**src/csr_pkg.sv**
```systemverilog
// Package for the processor status register block: field positions, resets, operations
package csr_pkg;

    // Field positions inside the status byte
    localparam int BIT_INDIRECT_BANK_HI = 7;
    localparam int BIT_DIRECT_BANK_HI = 6;
    localparam int BIT_DIRECT_BANK_LO = 5;
    localparam int BIT_WATCHDOG_EXPIRY_N = 4;
    localparam int BIT_POWER_DOWN_N = 3;
    localparam int BIT_RESULT_NULL = 2;
    localparam int BIT_NIBBLE_OVERFLOW = 1;
    localparam int BIT_MSB_OVERFLOW = 0;

    // Value after power-on reset; the three flags are undefined, zero chosen
    localparam logic [7:0] STATUS_RESET = 8'h18;

    // Masks of the bit groups
    localparam logic [7:0] MASK_FLAGS = 8'h07;
    localparam logic [7:0] MASK_CAUSE = 8'h18;
    localparam logic [7:0] MASK_BANK = 8'hE0;

    // Data memory bank size in bytes
    localparam int BANK_BYTES = 128;

    // Operations presented by the execution core
    typedef enum logic [3:0] {
        CSR_OP_NONE,
        CSR_OP_ADD_W_FILE,
        CSR_OP_ADD_LITERAL,
        CSR_OP_SUB_LITERAL,
        CSR_OP_SUB_W_FILE,
        CSR_OP_ROTATE_RIGHT,
        CSR_OP_ROTATE_LEFT,
        CSR_OP_LOGIC,
        CSR_OP_CLEAR_FILE,
        CSR_OP_MOVE
    } csr_op_t;

    // One instruction as seen by this block
    typedef struct packed {
        logic valid;
        csr_op_t op;
        logic [7:0] operand_a;
        logic [7:0] operand_b;
        logic dest_status;
    } csr_instr_t;

endpackage : csr_pkg

```
**src/csr_status_register.sv**
```systemverilog
// Processor status register with ALU flag computation and write merging
`timescale 1ns/100ps
// Overview of operation
// - Status register writable like any file register
// - Flag-updating ops suppress explicit flag writes
// - Reset-cause bits ignore all instruction writes
// - Clear op on status clears banks; clear op always sets null flag
// - Subtract carries are inverted borrow indicators
// - Expiry bit set on power-up, kick, sleep
// - Expiry bit cleared on watchdog time-out
// - Nibble flag is carry out of bit 3
// - Msb flag is carry out of bit 7
// - Subtract adds two's complement of operand
// - Rotates load msb flag with shifted bit
module csr_status_register (
    // Clock and reset
    input wire logic mclk,
    input wire logic rst_b,
    // Instruction from the execution core
    input wire csr_pkg::csr_instr_t instr,
    // Write data when status is the destination
    input wire logic [7:0] write_data,
    // Events from watchdog and sleep logic
    input wire logic watchdog_kick,
    input wire logic sleep_exec,
    input wire logic watchdog_timeout,
    // ALU result
    output logic [7:0] alu_result,
    // Register contents and bank selects
    output logic [7:0] processor_status,
    output logic [1:0] direct_bank,
    output logic indirect_bank_hi
);

    logic [8:0] sum;
    logic [4:0] low_sum;
    logic [7:0] addend;
    logic is_arith;
    logic is_sub;
    logic is_rot;
    logic affects_null;
    logic affects_carry;
    logic next_null;
    logic next_nibble;
    logic next_msb;
    logic [7:0] next_result;
    logic [7:0] next_status;

    // Operation class decode
    always_comb begin
        is_sub = (instr.op == csr_pkg::CSR_OP_SUB_LITERAL) ||
                 (instr.op == csr_pkg::CSR_OP_SUB_W_FILE);
        is_arith = is_sub || (instr.op == csr_pkg::CSR_OP_ADD_W_FILE) ||
                   (instr.op == csr_pkg::CSR_OP_ADD_LITERAL);
        is_rot = (instr.op == csr_pkg::CSR_OP_ROTATE_RIGHT) ||
                 (instr.op == csr_pkg::CSR_OP_ROTATE_LEFT);
        affects_null = is_arith || (instr.op == csr_pkg::CSR_OP_LOGIC) ||
                       (instr.op == csr_pkg::CSR_OP_CLEAR_FILE);
        affects_carry = is_arith || is_rot;
    end

    // Subtraction uses the same adder: a + ~b + 1, so carries read as not-borrow
    always_comb begin
        addend = is_sub ? ~instr.operand_b : instr.operand_b;
        sum = {1'b0, instr.operand_a} + {1'b0, addend} + {8'h00, is_sub};
        low_sum = {1'b0, instr.operand_a[3:0]} + {1'b0, addend[3:0]} + {4'h0, is_sub};
    end

    // Result and flag values computed by the ALU
    always_comb begin
        next_result = instr.operand_a;
        next_msb = processor_status[csr_pkg::BIT_MSB_OVERFLOW];
        next_nibble = processor_status[csr_pkg::BIT_NIBBLE_OVERFLOW];
        case (instr.op)
            csr_pkg::CSR_OP_ADD_W_FILE, csr_pkg::CSR_OP_ADD_LITERAL,
            csr_pkg::CSR_OP_SUB_LITERAL, csr_pkg::CSR_OP_SUB_W_FILE: begin
                next_result = sum[7:0];
                next_msb = sum[8];
                next_nibble = low_sum[4];
            end
            csr_pkg::CSR_OP_ROTATE_RIGHT: begin
                next_result = {processor_status[csr_pkg::BIT_MSB_OVERFLOW],
                               instr.operand_a[7:1]};
                next_msb = instr.operand_a[0];
            end
            csr_pkg::CSR_OP_ROTATE_LEFT: begin
                next_result = {instr.operand_a[6:0],
                               processor_status[csr_pkg::BIT_MSB_OVERFLOW]};
                next_msb = instr.operand_a[7];
            end
            csr_pkg::CSR_OP_CLEAR_FILE: begin
                next_result = 8'h00;
            end
            default: begin
                next_result = instr.operand_a;
            end
        endcase
        next_null = (next_result == 8'h00);
    end

    // Merge explicit write, ALU flags and reset-cause events
    always_comb begin
        next_status = processor_status;
        if (instr.valid && instr.dest_status) begin
            if (instr.op == csr_pkg::CSR_OP_CLEAR_FILE) begin
                // Only the bank bits take the zero; flags other than null stay
                next_status = processor_status & ~csr_pkg::MASK_BANK;
            end else if (affects_null || affects_carry) begin
                // A flag-updating op disables the write to all three flags
                next_status = (write_data & csr_pkg::MASK_BANK) |
                              (processor_status & ~csr_pkg::MASK_BANK);
            end else begin
                // Cause bits always keep their value on a write
                next_status = (write_data & ~csr_pkg::MASK_CAUSE) |
                              (processor_status & csr_pkg::MASK_CAUSE);
            end
        end
        if (instr.valid && affects_carry) begin
            // ALU flags override the explicit write to the same bits
            next_status[csr_pkg::BIT_MSB_OVERFLOW] = next_msb;
        end
        if (instr.valid && is_arith) begin
            next_status[csr_pkg::BIT_NIBBLE_OVERFLOW] = next_nibble;
        end
        if (instr.valid && affects_null) begin
            next_status[csr_pkg::BIT_RESULT_NULL] = next_null;
        end
        // Time-out wins over a kick in the same cycle so a reset cause is not lost
        if (watchdog_kick) begin
            next_status[csr_pkg::BIT_WATCHDOG_EXPIRY_N] = 1'b1;
            next_status[csr_pkg::BIT_POWER_DOWN_N] = 1'b1;
        end
        if (sleep_exec) begin
            next_status[csr_pkg::BIT_WATCHDOG_EXPIRY_N] = 1'b1;
            next_status[csr_pkg::BIT_POWER_DOWN_N] = 1'b0;
        end
        if (watchdog_timeout) begin
            next_status[csr_pkg::BIT_WATCHDOG_EXPIRY_N] = 1'b0;
        end
    end

    // Status register storage; power-on value sets both cause bits
    always_ff @(posedge mclk) begin
        if (!rst_b) begin
            processor_status <= csr_pkg::STATUS_RESET;
        end else begin
            processor_status <= next_status;
        end
    end

    // Registered ALU result so the data output comes from a flip-flop
    always_ff @(posedge mclk) begin
        if (!rst_b) begin
            alu_result <= 8'h00;
        end else if (instr.valid) begin
            alu_result <= next_result;
        end
    end

    // Bank selects read straight from the stored bits
    assign direct_bank = processor_status[csr_pkg::BIT_DIRECT_BANK_HI:
                                          csr_pkg::BIT_DIRECT_BANK_LO];
    assign indirect_bank_hi = processor_status[csr_pkg::BIT_INDIRECT_BANK_HI];

endmodule // csr_status_register

```
**config.mk**
```make
export PLATFORM = sky130hd
export DESIGN_NAME = csr_status_register
export DESIGN_NICKNAME = d
export VERILOG_FILES = /design/src/csr_pkg.sv /design/src/csr_status_register.sv
export SDC_FILE = /design/constraint.sdc
export NUM_CORES = 1
export LEC_CHECK = 0
export BUFFER_PORTS_ARGS = -buffer_cell sky130_fd_sc_hd__buf_4
export CAP_MARGIN = 0
export CELL_PAD_IN_SITES_DETAIL_PLACEMENT = 2
export CELL_PAD_IN_SITES_GLOBAL_PLACEMENT = 2
export CORE_ASPECT_RATIO = 1.25
export CORE_UTILIZATION = 25
export CTS_CLUSTER_SIZE = 40
export DETAILED_ROUTE_END_ITERATION = 7
export PLACE_DENSITY_LB_ADDON = 0.12
export SETUP_SLACK_MARGIN = 0.15
export SYNTH_ARGS = -nofsm -noshare
export SYNTH_HDL_FRONTEND = slang
export SYNTH_SLANG_ARGS = --single-unit
export TNS_END_PERCENT = 20
```
**constraint.sdc**
```tcl
create_clock -name mclk -period 3.3 [get_ports mclk]
set_input_delay 0.66 -clock mclk [delete_from_list [all_inputs] [get_ports mclk]]
set_output_delay 0.66 -clock mclk [all_outputs]
set_load 0.05 [all_outputs]
```
* Word level (Yosys, flattened, before mapping)
Cells that the tools add are included.
** Word-level totals
- Latch bits :: 0
- Bits of input ports :: 35
- ROM bits :: 0
- Bits in writable memories :: 0
- Output and inout port bits :: 19
- Flip-flop bits (word level) :: 16
- Logic and storage cells :: 66
- Memories kept :: 0
** Operators by class
- Div/mod/pow operators :: 0
- Shift-type cells :: 0
- Mux-type cells :: 13
- Order comparisons :: 0
- $add $sub $neg :: 4
- Multipliers :: 0
- Reduce and logical (&&, ||, !) cells :: 24
- Bitwise operators :: 3
- Eq/ne operators :: 15
** Operators with widths (count)
- 8-bit case mux with 4 select lines :: 1
- 8-bit two-way mux :: 3
- 4-bit by 3-bit equality test with 1-bit output (second input constant) :: 4
- 8-bit by 5-bit OR with 8-bit output :: 2
- 8-bit by 8-bit adder with 9-bit output :: 1
- 9-bit by 1-bit adder with 9-bit output :: 1
- 4-bit by 2-bit equality test with 1-bit output (second input constant) :: 2
- 8-bit zero test :: 1
- 1-bit logical OR :: 8
- 2-bit by 1-bit inequality test with 1-bit output (second input constant) :: 4
- 8-bit inverter :: 1
- 2-bit AND reduction :: 3
- 3-bit AND reduction :: 2
- 2-bit nonzero test :: 3
- 4-bit by 4-bit adder with 5-bit output :: 1
- 5-bit by 1-bit adder with 5-bit output :: 1
- 1-bit two-way mux :: 5
- 5-bit two-way mux :: 1
- 4-bit by 1-bit equality test with 1-bit output (second input constant) :: 1
- 4-bit equality test (second input constant) :: 1
- 1-bit logical AND :: 4
- 2-bit two-way mux :: 2
- 4-bit by 3-bit inequality test with 1-bit output (second input constant) :: 1
- 4-bit inequality test (second input constant) :: 1
- other kinds (5) :: 5

* Longest topological paths before layout
- Depth after elaboration :: 13
- Mapped depth :: 11
- Gate-level depth less buffers :: 10

* Worst setup path after synthesis
No wires, ideal clock.
- Path type :: input to register
- From :: input instr[18] (netlist name)
- To :: register processor_status[2]
- Cell stages on the path :: 11
- Data required time :: 3.204 ns
- Setup slack :: 0.026 ns
- Buffers on the path :: 1
- Arrival :: 3.179 ns
- Setup time :: 0.096 ns
- Path through :: buf_2 and3b_1 o21ai_1 xnor2_1 fa_1 a21o_1 a21oi_1 xnor2_1 a221oi_1 nand4_1 o41ai_2
** Between the ends
- Cells in the longest elaborated chain, start to end :: 11
- Elaborated cells on any way between the ends :: 30
- Those cells by class :: add/sub: 2; eq/ne: 9; mux: 6; reduce/logical: 13
** Ends and longest elaborated chain
- from (decl) :: line csr_status_register.sv:20 : input wire csr_pkg::csr_instr_t instr,
- branches (longest 11 deep; another with 8-bit by 8-bit adder with 9-bit output)
- to (signal assigned) :: line csr_status_register.sv:145 : processor_status <= csr_pkg::STATUS_RESET;
- to (signal assigned) :: line csr_status_register.sv:147 : processor_status <= next_status;
- to (decl) :: line csr_status_register.sv:30 : output logic [7:0] processor_status,
Parallel ways; which one is timed is not known. The select of a mux whose other input is x is not followed.
A chain may end at the register's enable or synchronous reset.

* Worst setup path after layout
- From :: input instr[17] (netlist name)
- To :: register processor_status[2]
The elaborated chain is that of the path after synthesis.

==> impl_metrics.yaml <==
global_routing:
  use_met2_pct: 33.1
  busiest_layer: "met2"
  overflow: 0
  gr-usage-all-layers_pct: 18.1
  antenna_found_initial: 0
  first_global_vias: 1938
  grtUsageMet1_pct: 21.3
  met3_usage_pct: 1.56
  grt_max_degree: 21
  grt_pass1_wl_mm: 9.39
setup_path:
  required_ns: 3.45
  rrSetupSlack_ns: 1.61
  path_max_fanout: 9
  start_kind: "input port"
  endpoint_kind: "register"
  crit_arrival_ns: 3.12
  path_class: "input port to register"
drt:
  wl_mm: 5.75
  drt_iter0_markers: 58
  first_pass_iters: 4
  drc: 0
  dr_total_vias: 1827
  wl_per_cell_um: 16.5
  drtAntennaViolNets: 0
  via_per_inst: 5.25
logic_synthesis:
  netlist_instances: 203
  ys.warnings.count: 0
  yosysUniqueCellTypes: 53
  ys_ff_latch: 16
  ys.flop_type: "dfxtp_1"
  yosysSeqAreaShare_pct: 20.5
  synth_fp_nets: 248
  syn_avg_cell_area_sq_um: 7.70
  netlist_area_sq_um: 1560
  synth-edff-count: 0
  async_reset_ff_share_pct: 0
layout:
  fill_cells: 701
  final_cell_mix: "73 x buf_4, 22 x a21oi_1, 16 x nor2_1, 16 x dfxtp_1, 13 x o21ai_0"
  finish.utilization_pct: 37.3
  syn2layout_area_growth_pct: 40.6
  antenna_cells: 0
  drive_gt1_share_pct: 31.6
  final_nets: 313
  layout_commonest_cell: "buf_4"
clock_network:
  cts_tree: "yes"
  root_buffer: "clkbuf_8"
  cts_hold_buf: 0
  path_clk_slew_ns: 0.06
  cts.sinks: 16
  cts-buffers-inserted: 3
  insertion_delay_ns: 0.25
  clockBufferDepth: 2
  htree_levels: 1
timing:
  fin_skew_ns: 0.00626
  period_minus_slack_ns: 2.98
  setup-violations-final: 0
  rsz0062_at_grt: "false"
  maxSlewHeadroom_pct: 52.8
  hold_violations: 0
  maxSlewViolCount: 0
  finalCritPeriodShare_pct: 90.2
  worstMarginPinSlew_ns: 0.691
  fin_tns_setup_ns: 0
  fmax_mhz: 336
floorplanning:
  io_pins: 54
  dieHeight_um: 90.4
  rows: 31
  core_area_sq_um: 5900
  die_area_sq_um: 6570
  die_x_um: 72.7
  start_util_pct: 26.5
power:
  total_power_w: 0.000730
  max-vdd-ir-drop_mv: 0.145
  power_density_nw_per_um2: 332
  cellLeakagePower_nw: 0.933
run:
  cap_violations: 0
place:
  dp_hpwl_mm: 4.76
  port-buffer-count: 51
  place_congestion: 0.818
status:
  run_status: "finished clean"
worst_hold_path:
  hp-class: "register to register"
-- what timing repair did --
item | 4_1_cts | 5_1_grt
setup buffers | 0 | 2
setup endpoints to repair | 0 | 2
gates resized for setup | 0 | 4
-- worst paths after layout --
| kind | start | to | cells after the start |
|---|---|---|---|
| hold / removal | processor_status[5] | processor_status[5] | 2 |
| hold reg to reg | processor_status[5] | processor_status[5] | 2 |
| setup / recovery | instr[17] | processor_status[2] | 11 |
| setup reg to reg | processor_status[0] | alu_result[7] | 7 |
-- report_power, final --
group          internal, W  switching [W]  total, W
combinational     0.000156       0.000214  0.000370
sequential        0.000207     0.00000836  0.000216
clock            0.0000808      0.0000628  0.000144
-- sequential cells by signal (all words and copies together) (netlist names) --
signal            cells
alu_result            8
processor_status      8
-- synthesized netlist by cell type, types with 4 or more instances --
cell type,count,share of area (%)
dfxtp_1,16,20
a22o_1,4,2.2
clkbuf_1,4,0.96
nor2b_1,4,1.6
nor3_1,7,2.2
inv_1,6,1.4
ha_1,9,7.2
a211oi_1,4,1.9
xnor2_1,8,4.5
buf_2,5,1.6
o21a_1,4,1.9
o21ai_1,5,1.6
o21ai_0,14,4.5
a21oi_1,22,7.0
nor2_1,16,3.8
a22oi_1,4,1.9
nand2_1,12,2.9
nand4_1,6,2.4
-- layout make-up --
class                           instances  area [sq um]  share of cell area, %
Inverter                                7          26.3                   1.20
Timing Repair Buffer                   73           548                   24.9
Sequential cell                        16           320                   14.6
Tap cell                               82           103                   4.67
Clock buffer                            3          41.3                   1.88
Multi-Input combinational cell        167          1160                   52.7
-- critical path, cell delays in order --
cell and delay (ns):
buf_4 0.14, and3b_1 0.19, o21ai_2 0.24, xnor2_1 0.17, fa_1 0.46, a21o_1 0.18, a21oi_1 0.30, xnor2_1 0.14
a221oi_1 0.25, nand4_1 0.15, o41ai_2 0.21
-- logic make-up (layout without fill, tap and decap cells) --
logic type      count (synthesis)  in the layout  synth area share, %
fa+ha+maj                      10             10                 8.49
buf+inv                        20             83                 6.40
xor+xnor                       10             10                 5.60
mux                             3              3                 2.08
compound gates                 79             79                 34.7
flops                          16             16                 20.5
simple gates                   65             65                 22.2
-- routing by layer --
| layer | up-vias | part of all wire, % |
|---|---|---|
| met2 | 45 | 52 |
| met5 | - | 0 |
| li1 | 899 | - |
| met3 | 8 | 2.9 |
| met1 | 875 | 42 |
| met4 | 0 | 2.3 |
-- metrics by stage --
| step | instance area (sq um) | setup slack (ns) | hold slack, ns | instances |
|---|---|---|---|---|
| after floorplan | 1570 | 0.230 | 0.678 | 203 |
| after global placement | 2130 | 0.0872 | 0.456 | 343 |
| after detailed placement | 2130 | 0.0442 | 0.471 | 343 |
| after CTS | 2170 | 0.270 | 0.480 | 346 |
| after global routing | 2200 | 0.122 | 0.494 | 348 |
| final | 2200 | 0.325 | 0.474 | 348 |
(Power assumes the default switching activity.)
